`config.mk`:
```
export PLATFORM = sky130hd
export DESIGN_NAME = event_count_pulse_measure_timer
export DESIGN_NICKNAME = d
export VERILOG_FILES = /design/src/evt_timer_pkg.sv /design/src/event_count_pulse_measure_timer.sv /design/src/input_filter.sv
export VERILOG_INCLUDE_DIRS = /design/src
export SDC_FILE = /design/constraint.sdc
export NUM_CORES = 1
export LEC_CHECK = 0
export BUFFER_PORTS_ARGS = -buffer_cell sky130_fd_sc_hd__clkbuf_2
export CAP_MARGIN = 10
export CORE_UTILIZATION = 40
export DETAILED_ROUTE_END_ITERATION = 8
export GPL_TIMING_DRIVEN = 0
export PLACE_DENSITY_LB_ADDON = 0.05
export SYNTH_ARGS = -nofsm -noshare
export SYNTH_HDL_FRONTEND = slang
export SYNTH_SLANG_ARGS = --single-unit
```
`constraint.sdc`:
```
create_clock -name ref_clk -period 3 [get_ports ref_clk]
set_input_delay 0.3 -clock ref_clk [delete_from_list [all_inputs] [get_ports ref_clk]]
set_output_delay 0.3 -clock ref_clk [all_outputs]
set_load 0.1 [all_outputs]
```
`src/evt_timer_regs.svh`:
```
// constants for the event count and pulse measure timer
`ifndef EVT_TIMER_REGS_SVH
`define EVT_TIMER_REGS_SVH
`define CNT_WIDTH        16
`define CNT_RESET        16'hFFFF
`define RELOAD_RESET     16'hFFFF
`define START_LAG_FAST   2
`define START_LAG_SLOW   3
`define FILTER_SAMPLES   3
`define FILT_DIV_2       4'h2
`define FILT_DIV_8       4'h8
`define FILT_DIV_32      6'h20
`endif

```
`src/evt_timer_pkg.sv`:
```
// types for the event count and pulse measure timer
package evt_timer_pkg;
    typedef enum logic [2:0] {
        MODE_TIMER, MODE_PULSE_OUT, MODE_EVENT, MODE_WIDTH, MODE_PERIOD, MODE_RSV5, MODE_RSV6, MODE_RSV7
    } mode_type;
    typedef enum logic [2:0] {
        SRC_CLK, SRC_CLK_DIV8, SRC_CLK_DIV2, SRC_LOW_SPEED, SRC_EVENT_LINK, SRC_RSV5, SRC_SUBSYS, SRC_RSV7
    } src_type;
    typedef enum logic [1:0] {
        GATE_ALWAYS, GATE_EXT_LEVEL, GATE_TIMER_OUT, GATE_RSV
    } gate_type;
endpackage : evt_timer_pkg

```
`src/event_count_pulse_measure_timer.sv`:
```
// 16-bit reloading down-counter with event count and pulse measurement
// Functional notes
// - event mode counts the filtered event pin edge; software picks the edge
// - counter decrements per count; underflow reloads and counting continues
// - event mode divides by reload value plus one
// - writing one to the run bit starts counting
// - writing zero to run bit, or one to forced stop, stops counting
// - every mode raises an interrupt pulse on underflow
// - event mode: event pin is input; output pin is port or toggle
// - reading the counter address returns the live down-counter
// - writing the counter address updates only the reload register
// - event mode: polarity, pin, toggle out, filter, gating, event link
// - measure modes take clock, clock/2, clock/8, low speed, subsystem, event link
// - width mode counts while pin shows the selected level
// - end of selected level stops counter and sets edge-received flag
// - width mode interrupts when a width measurement completes
// - period mode captures counter to read-out buffer at next source edge
// - period mode reloads counter at the following source edge
// - period mode interrupts on each selected edge, plus underflow
// - measure modes: pin is measured input; output pin is port or timer out
// - measure modes: level or period choice, pin choice, filter, event link
// - counter and reload register are 16 bits
// - status flag follows run bit after 2 clocks or 3 source counts
// - event mode polarity bit picks one edge or both edges
`timescale 1ns/10ps
`include "evt_timer_regs.svh"
module event_count_pulse_measure_timer (
    // clock and reset
    input  wire logic                        ref_clk,
    input  wire logic                        arst_n,
    // control strobes
    input  wire logic                        runWrite,
    input  wire logic                        runValue,
    input  wire logic                        forcedStop,
    input  wire logic                        reloadWrite,
    input  wire logic [`CNT_WIDTH-1:0]       reloadValue,
    input  wire logic                        edgeFlagClear,
    // configuration
    input  wire evt_timer_pkg::mode_type     mode,
    input  wire evt_timer_pkg::src_type      countSrc,
    input  wire evt_timer_pkg::gate_type     gateSel,
    input  wire logic                        gatePolarity,
    input  wire logic                        levelEdgeSel,
    input  wire logic                        bothEdgeSel,
    input  wire logic [1:0]                  filterSel,
    input  wire logic                        toggleOutEnable,
    input  wire logic                        toggleInitHigh,
    // external sources
    input  wire logic                        eventIoPin,
    input  wire logic                        gatePin,
    input  wire logic                        timerOutGate,
    input  wire logic                        lowSpeedOscClock,
    input  wire logic                        subsysClock,
    input  wire logic                        eventLinkPulse,
    // status and results
    output logic                             countStatusFlag,
    output logic                             edgeReceivedFlag,
    output logic [`CNT_WIDTH-1:0]            counterValue,
    output logic [`CNT_WIDTH-1:0]            readoutBuffer,
    output logic                             irqPulse,
    output logic                             toggleOutPin,
    output logic                             toggleOutEn
);
    import evt_timer_pkg::*;

    // ****************************************
    // state
    // ****************************************
    typedef struct packed {
        logic [1:0]            pinSync;
        logic                  pinPrev;
        logic [1:0]            lowSync;
        logic                  lowPrev;
        logic [1:0]            subSync;
        logic                  subPrev;
        logic [1:0]            gateSync;
        logic [2:0]            div;
        logic                  run;
        logic [1:0]            lag;
        logic [`CNT_WIDTH-1:0] cnt;
        logic [`CNT_WIDTH-1:0] reload;
        logic [`CNT_WIDTH-1:0] buffer;
        logic                  capPend;
        logic                  reloadPend;
        logic                  widthDone;
        logic                  status;
        logic                  edgeFlag;
        logic                  irq;
        logic                  tog;
        logic                  togEn;
    } state_type;

    state_type st_r;
    state_type st_nxt;
    logic      pinFilt;
    logic      srcTick;
    logic      rise;
    logic      fall;
    logic      activeEdge;
    logic      gateOpen;
    logic      fastLag;

    // ****************************************
    // input filter
    // ****************************************
    input_filter filt (
        .ref_clk (ref_clk),
        .arst_n  (arst_n),
        .filtSel (filterSel),
        .pinSync (st_r.pinSync[1]),
        .pinFilt (pinFilt)
    );

    // ****************************************
    // count source and edge detection
    // ****************************************
    always_comb begin
        rise = pinFilt & ~st_r.pinPrev;
        fall = ~pinFilt & st_r.pinPrev;
        // selected edge; both edges only meaningful in event mode
        activeEdge = levelEdgeSel ? fall : rise;
        if (mode == MODE_EVENT && bothEdgeSel) begin
            activeEdge = rise | fall;
        end
        case (gateSel)
            GATE_EXT_LEVEL: gateOpen = (st_r.gateSync[1] == gatePolarity);
            GATE_TIMER_OUT: gateOpen = (timerOutGate == gatePolarity);
            default:        gateOpen = 1'b1;
        endcase
        fastLag = (mode == MODE_EVENT) || (countSrc == SRC_EVENT_LINK);
        if (mode == MODE_EVENT) begin
            srcTick = activeEdge & gateOpen;
        end else begin
            case (countSrc)
                SRC_CLK:        srcTick = 1'b1;
                SRC_CLK_DIV2:   srcTick = (st_r.div[0] == 1'b1);
                SRC_CLK_DIV8:   srcTick = (st_r.div == 3'h7);
                SRC_LOW_SPEED:  srcTick = st_r.lowSync[1] & ~st_r.lowPrev;
                SRC_SUBSYS:     srcTick = st_r.subSync[1] & ~st_r.subPrev;
                SRC_EVENT_LINK: srcTick = eventLinkPulse;
                default:        srcTick = 1'b0;
            endcase
        end
    end

    // ****************************************
    // next state
    // ****************************************
    always_comb begin
        st_nxt = st_r;
        st_nxt.pinSync = {st_r.pinSync[0], eventIoPin};
        st_nxt.pinPrev = pinFilt;
        st_nxt.lowSync = {st_r.lowSync[0], lowSpeedOscClock};
        st_nxt.lowPrev = st_r.lowSync[1];
        st_nxt.subSync = {st_r.subSync[0], subsysClock};
        st_nxt.subPrev = st_r.subSync[1];
        st_nxt.gateSync = {st_r.gateSync[0], gatePin};
        st_nxt.div = st_r.div + 3'h1;
        st_nxt.irq = 1'b0;

        // writes only touch the reload register
        if (reloadWrite) begin
            st_nxt.reload = reloadValue;
        end
        if (runWrite) begin
            st_nxt.run = runValue;
            st_nxt.lag = '0;
        end
        if (forcedStop) begin
            st_nxt.run = 1'b0;
            st_nxt.status = 1'b0;
            st_nxt.lag = '0;
        end

        // status follows run after a fixed lag
        if (!forcedStop && !runWrite && st_r.status != st_r.run) begin
            if (fastLag || srcTick) begin
                st_nxt.lag = st_r.lag + 2'h1;
            end
            if ((fastLag && st_r.lag == 2'(`START_LAG_FAST - 1) && 1'b1)
                || (!fastLag && srcTick && st_r.lag == 2'(`START_LAG_SLOW - 1))) begin
                st_nxt.status = st_r.run;
                st_nxt.lag = '0;
            end
        end

        // clear first, so a capture in the same cycle still sets the flag
        if (edgeFlagClear) begin
            st_nxt.edgeFlag = 1'b0;
        end

        if (!st_r.run) begin
            st_nxt.capPend = 1'b0;
            st_nxt.reloadPend = 1'b0;
            st_nxt.widthDone = 1'b0;
        end

        if (st_r.status && !forcedStop) begin
            case (mode)
                MODE_WIDTH: begin
                    // active level = high unless select bit set
                    if ((pinFilt ^ levelEdgeSel) && srcTick) begin
                        st_nxt.widthDone = 1'b1;
                        if (st_r.cnt == '0) begin
                            st_nxt.cnt = st_r.reload;
                            st_nxt.irq = 1'b1;
                        end else begin
                            st_nxt.cnt = st_r.cnt - 16'h0001;
                        end
                    end
                    if (st_r.widthDone && !(pinFilt ^ levelEdgeSel)) begin
                        st_nxt.widthDone = 1'b0;
                        st_nxt.edgeFlag = 1'b1;
                        st_nxt.irq = 1'b1;
                    end
                end
                MODE_PERIOD: begin
                    if (activeEdge) begin
                        st_nxt.capPend = 1'b1;
                        st_nxt.irq = 1'b1;
                    end
                    if (srcTick) begin
                        if (st_r.reloadPend) begin
                            st_nxt.cnt = st_r.reload;
                            st_nxt.reloadPend = 1'b0;
                        end else if (st_r.capPend) begin
                            // buffer held while the flag is up
                            if (!st_r.edgeFlag) begin
                                st_nxt.buffer = st_r.cnt;
                            end
                            st_nxt.edgeFlag = 1'b1;
                            st_nxt.capPend = activeEdge;
                            st_nxt.reloadPend = 1'b1;
                        end else if (st_r.cnt == '0) begin
                            st_nxt.cnt = st_r.reload;
                            st_nxt.irq = 1'b1;
                        end else begin
                            st_nxt.cnt = st_r.cnt - 16'h0001;
                        end
                    end
                end
                default: begin
                    // event, timer and pulse-output counting
                    if (srcTick) begin
                        if (st_r.cnt == '0) begin
                            st_nxt.cnt = st_r.reload;
                            st_nxt.irq = 1'b1;
                            st_nxt.tog = ~st_r.tog;
                        end else begin
                            st_nxt.cnt = st_r.cnt - 16'h0001;
                        end
                    end
                end
            endcase
        end else if (!st_r.run) begin
            st_nxt.tog = toggleInitHigh;
        end

        st_nxt.togEn = toggleOutEnable;
    end

    always_ff @(posedge ref_clk or negedge arst_n) begin
        if (!arst_n) begin
            st_r <= '{cnt: `CNT_RESET, reload: `RELOAD_RESET, default: '0};
        end else begin
            st_r <= st_nxt;
        end
    end

    // ****************************************
    // outputs
    // ****************************************
    assign countStatusFlag  = st_r.status;
    assign edgeReceivedFlag = st_r.edgeFlag;
    assign counterValue     = st_r.cnt;
    assign readoutBuffer    = st_r.buffer;
    assign irqPulse         = st_r.irq;
    assign toggleOutPin     = st_r.tog;
    assign toggleOutEn      = st_r.togEn;
endmodule : event_count_pulse_measure_timer

```
`src/input_filter.sv`:
```
// digital noise filter for the event input pin
`timescale 1ns/10ps
`include "evt_timer_regs.svh"
module input_filter (
    // clock and reset
    input  wire logic       ref_clk,
    input  wire logic       arst_n,
    // configuration
    input  wire logic [1:0] filtSel,
    // signal
    input  wire logic       pinSync,
    output logic            pinFilt
);
    typedef struct packed {
        logic [5:0] div;
        logic [2:0] hist;
        logic       out;
    } state_type;

    state_type st_r;
    state_type st_nxt;
    logic      tick;

    always_comb begin
        case (filtSel)
            2'h1:    tick = 1'b1;
            2'h2:    tick = (st_r.div[2:0] == 3'h0);
            2'h3:    tick = (st_r.div == 6'h00);
            default: tick = 1'b1;
        endcase
    end

    always_comb begin
        st_nxt = st_r;
        st_nxt.div = st_r.div + 6'h01;
        if (filtSel == 2'h0) begin
            st_nxt.out = pinSync;
            st_nxt.hist = {3{pinSync}};
        end else if (tick) begin
            // level must hold three samples in a row to pass
            st_nxt.hist = {st_r.hist[1:0], pinSync};
            if (st_nxt.hist == 3'h7) begin
                st_nxt.out = 1'b1;
            end else if (st_nxt.hist == 3'h0) begin
                st_nxt.out = 1'b0;
            end
        end
    end

    always_ff @(posedge ref_clk or negedge arst_n) begin
        if (!arst_n) begin
            st_r <= '0;
        end else begin
            st_r <= st_nxt;
        end
    end

    assign pinFilt = st_r.out;
endmodule : input_filter

```
Word level (Yosys, flattened, before mapping)
Cells that the tools add are included.
{"block": "classes", "add_sub_neg": 4, "eq_ne": 26, "n_mux": 54, "bitwise_logic": 14, "n_reduce_logical": 31}
{"operator": "16-bit 2-to-1 mux", "count": 6}
{"operator": "16-bit case mux with 2 select lines", "count": 1}
{"operator": "1-bit 2-to-1 mux", "count": 24}
{"operator": "2-bit 2-to-1 mux", "count": 12}
{"operator": "3-bit 2-to-1 mux", "count": 6}
{"operator": "16-bit zero test", "count": 1}
{"operator": "16-bit by 1-bit subtractor with 16-bit output (second input constant)", "count": 1}
{"operator": "3-bit == test (second input constant)", "count": 5}
{"operator": "3-bit by 2-bit == test with 1-bit output (second input constant)", "count": 4}
{"operator": "1-bit logical AND", "count": 9}
{"operator": "3-bit zero test", "count": 3}
{"operator": "2-bit == test (second input constant)", "count": 4}
{"operator": "2-bit inequality test (second input constant)", "count": 4}
{"operator": "1-bit case mux with 2 select lines", "count": 4}
{"operator": "1-bit NOT", "count": 7}
{"operator": "6-bit by 1-bit adder with 6-bit output (second input constant)", "count": 1}
{"operator": "6-bit zero test", "count": 1}
{"operator": "1-bit case mux with 6 select lines", "count": 1}
{"operator": "6-bit AND reduction", "count": 1}
{"operator": "2-bit nonzero test", "count": 3}
{"operator": "1-bit bitwise AND", "count": 5}
{"operator": "5-bit AND reduction", "count": 1}
{"operator": "2-bit by 1-bit == test with 1-bit output (second input constant)", "count": 2}
{"operator": "1-bit zero test", "count": 4}
{"operator": "other kinds (15)", "count": 19}
{"block": "totals", "reg_bits": 82, "out_inout_bits": 37, "elab_cells": 153}

Depth between registers and ports, before layout
Gate-level depths: netlist (run 1).
{"block": "logic_depth", "ltp_word": 11, "ltp_mapped": 10, "mapped_depth_nobuf": 8}

Hierarchy
A second synthesis (run 1) with hierarchy kept.
{"block": "hier_totals", "cells_unflattened": 386, "area_unflattened_um2": 4245.3}
{"mod": "event_count_pulse_measure_timer", "n_inst": 1, "cells_each": 348, "area_each_um2": 3812.4, "seq_area_each_um2": 1866.8}
{"mod": "input_filter", "n_inst": 1, "cells_each": 38, "area_each_um2": 432.9, "seq_area_each_um2": 225.2}

Worst setup path before layout (run 1)
OpenSTA, ideal clock, no wires.
{"block": "synth_timing", "path_kind": "reg-to-reg", "start": "reg st_r (netlist bit countStatusFlag)", "end": "reg st_r (netlist bit counterValue[12])", "t_arrival_ps": 2221, "t_required_ps": 2921, "slack_ps": 699, "path_stages_with_launch": 8, "path_buffers": 1, "period_less_slack_ps": 2301, "path_cell_list": "dfrtp_1 > nor2b_1 > nand2b_1 > a311oi_1 > or2_2 > buf_2 > nand2_1 > a22o_1"}
{"block": "synth_via", "elab_chain_cells": 2}
{"item": "start, declared", "line_no": "event_count_pulse_measure_timer.sv:93", "text": "state_type st_r;"}
{"item": "start signal, assigned", "line_no": "event_count_pulse_measure_timer.sv:266", "text": "st_r <= st_nxt;"}
{"item": "1-bit logical AND", "line_no": "event_count_pulse_measure_timer.sv:198", "text": "if (st_r.status && !forcedStop) begin"}
{"item": "5-bit AND reduction (no line)"}
Every way passes these cells.
A chain may end at the register's enable or synchronous reset.

Final worst setup path (run 1)
{"block": "layout_timing", "start": "reg st_r[59] (netlist bit)", "end": "reg st_r (netlist bit readoutBuffer[10])"}
{"block": "layout_via", "elab_chain_cells": 4}
{"item": "3-bit == test", "line_no": "event_count_pulse_measure_timer.sv:137", "text": "SRC_CLK_DIV8: srcTick = (st_r.div == 3'h7);"}
{"item": "1-bit case mux with 6 select lines (*)", "line_no": "event_count_pulse_measure_timer.sv:134", "text": "case (countSrc)"}
{"item": "1-bit 2-to-1 mux (*)", "line_no": "event_count_pulse_measure_timer.sv:131", "text": "if (mode == MODE_EVENT) begin"}
{"item": "6-bit AND reduction (no line) (*)"}
Every way passes the cells marked *; elsewhere a longest branch is shown, timed or not.

==> results of run 1 <==
## Yosys cell counts, types with 6 or more instances
library cell / number
mux2_4: 11
dfrtp_1: 50
buf_4: 33
nor2_1: 40
mux2_2: 24
o21ai_1: 11
a21oi_1: 14
ha_1: 11
nor3_1: 8
dfstp_2: 32
o21ai_0: 11
nand2_1: 20
inv_1: 13
a2bb2oi_1: 6
nand3_1: 10
## state kept, by name (all words and copies together), names as in the netlist
register,flops
st_r,30
irqPulse,1
readoutBuffer,16
st_nxt,6
counterValue,16
edgeReceivedFlag,1
filt.pinFilt,1
countStatusFlag,1
filt.st_r,8
toggleOutPin,1
toggleOutEn,1
## worst paths after layout
kind / slack, ns / from / end / cells past startpoint
worst max-delay path: 0.66 / st_r[59] / readoutBuffer[10] / 10
min in group asynchronous: 0.39 / arst_n / st_r[58] / 2
max in group asynchronous: 1.95 / arst_n / counterValue[7] / 3
worst max register to register: 0.66 / st_r[59] / readoutBuffer[10] / 10
worst min-delay path: 0.05 / toggleOutEnable / toggleOutEn / 1
worst min register to register: 0.35 / st_nxt[69] / st_nxt[67] / 0
## worst max-delay path, cell delays in order (launching register included)
cell and delay (ns):
dfrtp_1 0.41, ha_1 0.20, ha_1 0.16, nand2b_1 0.13
a21oi_1 0.21, a31oi_1 0.14, a21o_4 0.24, and3_1 0.16
buf_6 0.14, buf_12 0.15, mux2_4 0.29
## routing by layer
layer	routed length (um)	vias to the layer above
li1	-	1530
met1	4550	1507
met2	3730	79
met3	467	10
met4	128	0
met5	0	-
## stage by stage
step / instances / instance area [um2] / hold WS (ns) / worst slack (ns)
detailed placement: 604 / 4860 / 0.234 / 0.668
global route: 621 / 5080 / 0.0264 / 0.534
floorplan: 388 / 4260 / 0.00441 / 0.699
global placement: 603 / 4830 / 0.333 / 0.691
finish: 621 / 5080 / 0.0464 / 0.663
CTS: 621 / 5080 / 0.0276 / 0.653
## logic make-up after synthesis
| group | after synthesis |
|---|---|
| compound gates | 77 |
| simple gates | 112 |
| fa+ha+maj | 11 |
| xor+xnor | 7 |
| buf+inv | 60 |
| flops | 82 |
| mux | 39 |
## final cells by class
type	count	area [um2]	share of cell area
inverters	13	48.8	0.00960
well taps	136	170	0.0335
clock buffers	9	124	0.0244
clock inverters	7	92.6	0.0182
flip-flops and latches	82	2090	0.411
multi-input cells	246	1780	0.349
plain buffers	47	345	0.0679
repair buffers	81	435	0.0856
## what timing repair did
item | CTS | global route
buffers inserted | 0 | 0
hold buffers | 1 | 0
hold endpoints to repair | 18 | 0
## power groups by stage
stage	combinational, mW	sequential (mW)	clock [mW]
final	0.186	1.19	0.876
after global routing	0.210	1.19	0.963
after CTS	0.190	1.19	0.914
after detailed placement	0.188	1.21	0
after global placement	0.180	1.21	0
after floorplan	0.0956	1.21	0
==> reports/metrics.yaml, run 1 <==
arrival_ns: 2.58
clk_latency_ns: 0.36
seq_area_frac_synth: 0.491
synth_top_family_by_area: "simple AND/OR/NAND/NOR gates"
clkSinkCount: 82
ir_drop_mv: 0.276
clk_pin_slew_worst_paths_ns: 0.08
synth_simple_gate_area_share: 0.135
avgSynthCellArea_um2: 11.0
setup_tns_ns: 0
clock.fmax_ghz: 0.428
synth_fa_ha_area_frac: 0.0323
grtUsageMet2: 0.242
tightest_slew_ns: 0.684
wl_um: 8880
layout-drive-gt1-share: 0.447
criticalPathCategory: "flip-flop to flip-flop"
intPower_mw: 1.71
routed_via_density: 5.03
postRouteAntennaNets: 0
cap_violations: 0
post-route-util: 0.493
p_total_mw: 2.25
die_w_um: 105
layout_commonest_cell: "clkbuf_2"
critPathMaxFanout: 10
place_hpwl_um: 6520
drc: 0
clockBufferDepth: 2
gp_congestion: 0.788
grtUsageTotal: 0.173
fillers: 953
area_growth_pct: 19.3
holdCritPathClass: "primary input to flip-flop"
synth.area.top_cells: "dfrtp_1 (29%), dfstp_2 (20%), mux2_2 (6.3%)"
cts_tree: "built"
synth_flop_cell: "dfrtp_1"
cts_buffers: 9
setup_viol: 0
cts.root.buffer_cell: "clkbuf_8"
wl_per_cell_um: 14.3
power_leakage_nw: 2.42
drt-initial-drc-count: 179
period_minus_slack_ns: 2.34
diodes: 0
synth_cell_types: 58
grt_max_degree: 65
clock_skew_ns: 0.0102
rows: 37
ctsResizeCount: 0
dieArea_um2: 11100
cp-end-kind: "flip-flop"
use_met1: 0.261
maxSlewViolCount: 0
rsz0062_at_grt: "false"
switching_share: 0.240
drtPass1Iterations: 4
clkPwrFrac: 0.389
io_buffers: 79
synth_top_cell_area_share: 0.294
p_per_area_nw_per_um2: 442
async_reset_ff_frac: 1.00
htree_num_levels: 3
synthXorXnorAreaFrac: 0.0144
synth.area.mux_share: 0.112
grt_pass1_wl_um: 14800
dr_total_vias: 3126
synth_top_cell_by_area: "dfrtp_1"
netlist_instances: 388
nets: 535
status: "completed"
start_util: 0.413
final_cell_mix: "clkbuf_2 (78), dfrtp_1 (50), nor2_1 (40)"
use_met3: 0.0297
crit_path_start_kind: "flip-flop"
syn-cell-area_um2: 4260
pwr-share-comb: 0.083
busiest_layer: "met1"
ys_ff_latch: 82
synth-compound-area-share: 0.124
p_sw_mw: 0.540
grt_overflow: 0
finalCritPeriodShare: 0.779
ios: 81
yosysWarnings: 0
p_seq_frac: 0.528
hold_viol: 0
antenna_found_initial: 0
synth_edf_count: 0
die_h_um: 105
core_um2: 10300
relSlewSlack: 0.543
worstPathRequired_ns: 3.24
syn-num-nets: 443
grt_pass1_vias: 2921
Power figures use the tool's default switching activity.
==> run 2: changes to the inputs <==
==> constraint.sdc (replaced) <==
create_clock -name ref_clk -period 2.25 [get_ports ref_clk]
set_input_delay 0.225 -clock ref_clk [delete_from_list [all_inputs] [get_ports ref_clk]]
set_output_delay 0.225 -clock ref_clk [all_outputs]
set_load 0.1 [all_outputs]
==> reports/metrics.yaml, run 2 (synthesized netlist as in run 1, its figures left out) <==
maxSlewViolCount: 0
io_buffers: 79
antenna_found_initial: 0
hold_viol: 0
final_cell_mix: "clkbuf_2 (78), dfrtp_1 (49), buf_4 (44)"
start_util: 0.413
hp-start: "forcedStop"
drc: 0
relSlewSlack: 0.436
clock_skew_ns: 0.00972
grt_max_degree: 45
holdCritPathClass: "primary input to flip-flop"
cap_violations: 0
cts_buffers: 9
layout-drive-gt1-share: 0.477
crit_path_start_kind: "flip-flop"
worstRegToRegCells: 10
finalCritPeriodShare: 0.971
postRouteAntennaNets: 0
power_leakage_nw: 2.51
grtUsageTotal: 0.176
status: "completed"
nets: 551
p_per_area_nw_per_um2: 581
pwr-share-comb: 0.090
cts.root.buffer_cell: "clkbuf_8"
clk_latency_ns: 0.35
clock.fmax_ghz: 0.458
dr_total_vias: 3194
rows: 37
rrSetupSlack_ns: 0.06
grt_pass1_vias: 3037
tightest_slew_ns: 0.844
largest_register_ffs: 30
cts_tree: "built"
switching_share: 0.248
die_h_um: 105
critPathMaxFanout: 10
holdWs_ns: 0.0614
p_sw_mw: 0.761
drtPass1Iterations: 4
whs_path_depth: 2
period_minus_slack_ns: 2.19
wl_per_cell_um: 14.6
dieArea_um2: 11100
drt-initial-drc-count: 147
gp_congestion: 0.785
routed_via_density: 5.01
clkSinkCount: 82
rsz0062_at_grt: "false"
area_growth_pct: 24.0
critPathLaunch: "st_r[59]"
ios: 81
p_total_mw: 3.07
criticalPathCategory: "flip-flop to flip-flop"
place_hpwl_um: 6700
worstPathRequired_ns: 2.49
setup_viol: 0
fillers: 987
clk_pin_slew_worst_paths_ns: 0.09
die_w_um: 105
r2r_start: "st_r[59]"
wl_um: 9320
layout_commonest_cell: "clkbuf_2"
cp-end-kind: "flip-flop"
ir_drop_mv: 0.341
diodes: 0
arrival_ns: 2.42
p_seq_frac: 0.515
clkPwrFrac: 0.395
core_um2: 10300
clockBufferDepth: 2
intPower_mw: 2.31
setup_tns_ns: 0
grt_overflow: 0
htree_num_levels: 3
regMostFlops: "st_r"
grt_pass1_wl_um: 15300
==> run 2: through the flow <==
step	instance area [um2]	utilization	cells	setup slack, ns
3_5_place_dp	4860	0.471	604	-0.108
4_1_cts	5190	0.503	631	0.00591
2_1_floorplan	4260	-	388	0.0787
3_3_place_gp	4830	0.468	603	-0.138
6_report	5290	0.512	637	0.0645
5_1_grt	5290	0.512	637	0.00420
==> run 2: final timing paths <==
| kind | endpoint |
|---|---|
| max in group asynchronous | counterValue[1] |
| min in group asynchronous | st_r[58] |
| min reg2reg | st_nxt[64] |
| max reg2reg | readoutBuffer[12] |
| max | readoutBuffer[12] |
| min | st_r[58] |
==> run 2: power groups by stage <==
stage	logic [mW]	registers [mW]	clock network [mW]
floorplan	0.127	1.61	0
global route	0.306	1.59	1.32
global placement	0.241	1.61	0
detailed placement	0.251	1.61	0
finish	0.277	1.58	1.21
CTS	0.275	1.58	1.25
==> run 2: layout make-up <==
cell class,instances,area (um2),share of cell area
repair buffers,97,568,0.107
inverters,13,48.8,0.00923
clock buffers,9,124,0.0234
clock inverters,7,103,0.0194
flip-flops and latches,82,2090,0.396
well taps,136,170,0.0322
plain buffers,47,345,0.0653
multi-input cells,246,1830,0.347
==> run 2: per-layer routing <==
metal / vias up / GRT usage / wire (um)
met2: 94 / 0.245 / 3870
met4: 0 / 0.0543 / 109
met3: 10 / 0.0322 / 485
met5: - / 0 / 0
li1: 1563 / - / -
met1: 1527 / 0.272 / 4850
==> run 2: worst max-delay path, stage by stage, from the launching register on <==
cell and delay (ns):
dfrtp_1 0.40, ha_1 0.20, ha_1 0.17, nand2b_4 0.14, a21oi_2 0.13, a31oi_1 0.11, a21o_4 0.21, and3_1 0.15
buf_6 0.13, buf_12 0.14, mux2_4 0.29
==> run 2: timing repair <==
item | 4_1_cts | 5_1_grt
buffers inserted | 5 | 6
setup endpoints to repair | 16 | 25
resized for setup | 2 | 9
endpoints found under the hold margin | 29 | 0
hold buffers | 6 | 0
pin swaps | 1 | 2
==> run 3: changes to the inputs <==
--- a/config.mk
+++ b/config.mk
@@ -8,6 +8,7 @@
 export LEC_CHECK = 0
 export BUFFER_PORTS_ARGS = -buffer_cell sky130_fd_sc_hd__clkbuf_2
 export CAP_MARGIN = 10
+export CORE_MARGIN = 2
 export CORE_UTILIZATION = 40
 export DETAILED_ROUTE_END_ITERATION = 8
 export GPL_TIMING_DRIVEN = 0
==> reports/metrics.yaml, run 3 (synthesized netlist as in run 1, its figures left out) <==
cp-end-kind: "flip-flop"
path_buf_inv: 2
dp_slack_ns: -0.0816
rsz0062_at_grt: "false"
arrival_ns: 2.43
maxSlewViolCount: 0
htree_num_levels: 3
cts_buffers: 9
dieArea_um2: 11500
die_w_um: 107
start_util: 0.413
r2r_start: "st_r[59]"
drt-initial-drc-count: 135
clkSinkCount: 82
worst-path-stages: 10
clockBufferDepth: 2
fin_ws_ns: 0.0662
gp_congestion: 0.839
crit_path_start_kind: "flip-flop"
io_buffers: 79
drc: 0
setup_tns_ns: 0
drtPass1Iterations: 4
grt_max_degree: 47
clk_pin_slew_worst_paths_ns: 0.10
power_leakage_nw: 2.50
postRouteAntennaNets: 0
worstPathCellList: "ha_2, ha_2, nand2b_4, a21oi_4, a31oi_2, a21o_4, and3_1, buf_6, clkbuf_16, mux2_4"
period_minus_slack_ns: 2.18
post_dp_cell_area_um2: 4860
cts_tree: "built"
layout-drive-gt1-share: 0.484
worstPathRequired_ns: 2.50
nets: 552
cpMostUsedCell: "ha_2"
design_area_um2: 5300
whs_path_depth: 2
holdCritPathClass: "primary input to flip-flop"
wl_per_cell_um: 14.5
worstRegToRegCells: 10
relSlewSlack: 0.428
grt_overflow: 0
regMostFlops: "st_r"
hold_viol: 0
fillers: 982
grtUsageTotal: 0.168
cap_violations: 0
holdWs_ns: 0.0472
ir_drop_mv: 0.226
critPathTopFamily: "compound AO/OA/AOI/OAI gates"
final_cell_mix: "clkbuf_2 (78), dfrtp_1 (49), buf_4 (45)"
largest_register_ffs: 30
wl_um: 9240
cts.root.buffer_cell: "clkbuf_8"
clk_latency_ns: 0.36
p_total_mw: 2.95
tightest_slew_ns: 0.856
reg2reg_to: "readoutBuffer[7]"
place_hpwl_um: 6730
grt_pass1_vias: 3004
core_um2: 10300
die_h_um: 107
clock.fmax_ghz: 0.458
critPathSlowestCell: "dfrtp_1"
status: "completed"
critPathMaxFanout: 7
criticalPathCategory: "flip-flop to flip-flop"
p_per_area_nw_per_um2: 556
crit_path_end: "readoutBuffer[7]"
layout_commonest_cell: "clkbuf_2"
grt_pass1_wl_um: 15100
area_growth_pct: 24.4
antenna_found_initial: 0
clock_skew_ns: 0.0139
finalCritPeriodShare: 0.971
rrSetupSlack_ns: 0.07
routed_via_density: 4.97
rows: 37
critPathLaunch: "st_r[59]"
slowest_delay_ns: 0.41
dr_total_vias: 3170
ios: 81
diodes: 0
setup_viol: 0
run 3: worst min-delay path by stage:
| stage | start | to |
|---|---|---|
| after floorplan | arst_n | countStatusFlag |
| after global placement | st_nxt[66] | st_nxt[64] |
| after detailed placement | arst_n | st_r[58] |
| after CTS | forcedStop | st_r[58] |
| after global routing | forcedStop | st_r[58] |
| final | forcedStop | st_r[58] |
run 3: metal layers:
| metal | global-route usage | up-vias | wire (um) |
|---|---|---|---|
| met5 | 0 | - | 0 |
| met2 | 0.239 | 77 | 3960 |
| met4 | 0.0640 | 0 | 115 |
| met3 | 0.0292 | 9 | 433 |
| li1 | - | 1568 | - |
| met1 | 0.253 | 1516 | 4730 |
run 3: layout make-up:
| class | count | area (um2) | share of cell area |
|---|---|---|---|
| clock inverter | 7 | 76.3 | 0.0144 |
| multi-input combinational | 246 | 1850 | 0.349 |
| sequential | 82 | 2090 | 0.395 |
| tap | 136 | 170 | 0.0321 |
| clock buffer | 9 | 124 | 0.0234 |
| buffer | 47 | 348 | 0.0656 |
| timing repair buffer | 98 | 593 | 0.112 |
| inverter | 13 | 48.8 | 0.00920 |
run 3: through the flow:
step | cells | utilization
after floorplan | 388 | -
after global placement | 603 | 0.468
after detailed placement | 604 | 0.471
after CTS | 629 | 0.499
after global routing | 638 | 0.514
final | 638 | 0.514
run 3: what timing repair did:
action                                  CTS  global route
hold endpoints to repair                 29             0
endpoints found under the setup margin   11            26
gates cloned                              0             1
hold buffers                              6             0
resized for setup                         3            14
buffers inserted                          3             8
pin swaps                                 2             4
run 3: power breakdown:
group | leakage [nW] | total [mW] | switching [mW] | internal (mW)
logic | 1.44 | 0.278 | 0.150 | 0.128
clock network | 0.0962 | 1.09 | 0.570 | 0.520
registers | 0.970 | 1.58 | 0.0316 | 1.55
run 3: worst reg2reg max path: stages, from the launching register on:
cell and delay [ns]:
dfrtp_1 0.41, ha_2 0.19, ha_2 0.16, nand2b_4 0.14, a21oi_4 0.14, a31oi_2 0.11
a21o_4 0.21, and3_1 0.15, buf_6 0.14, clkbuf_16 0.16, mux2_4 0.29
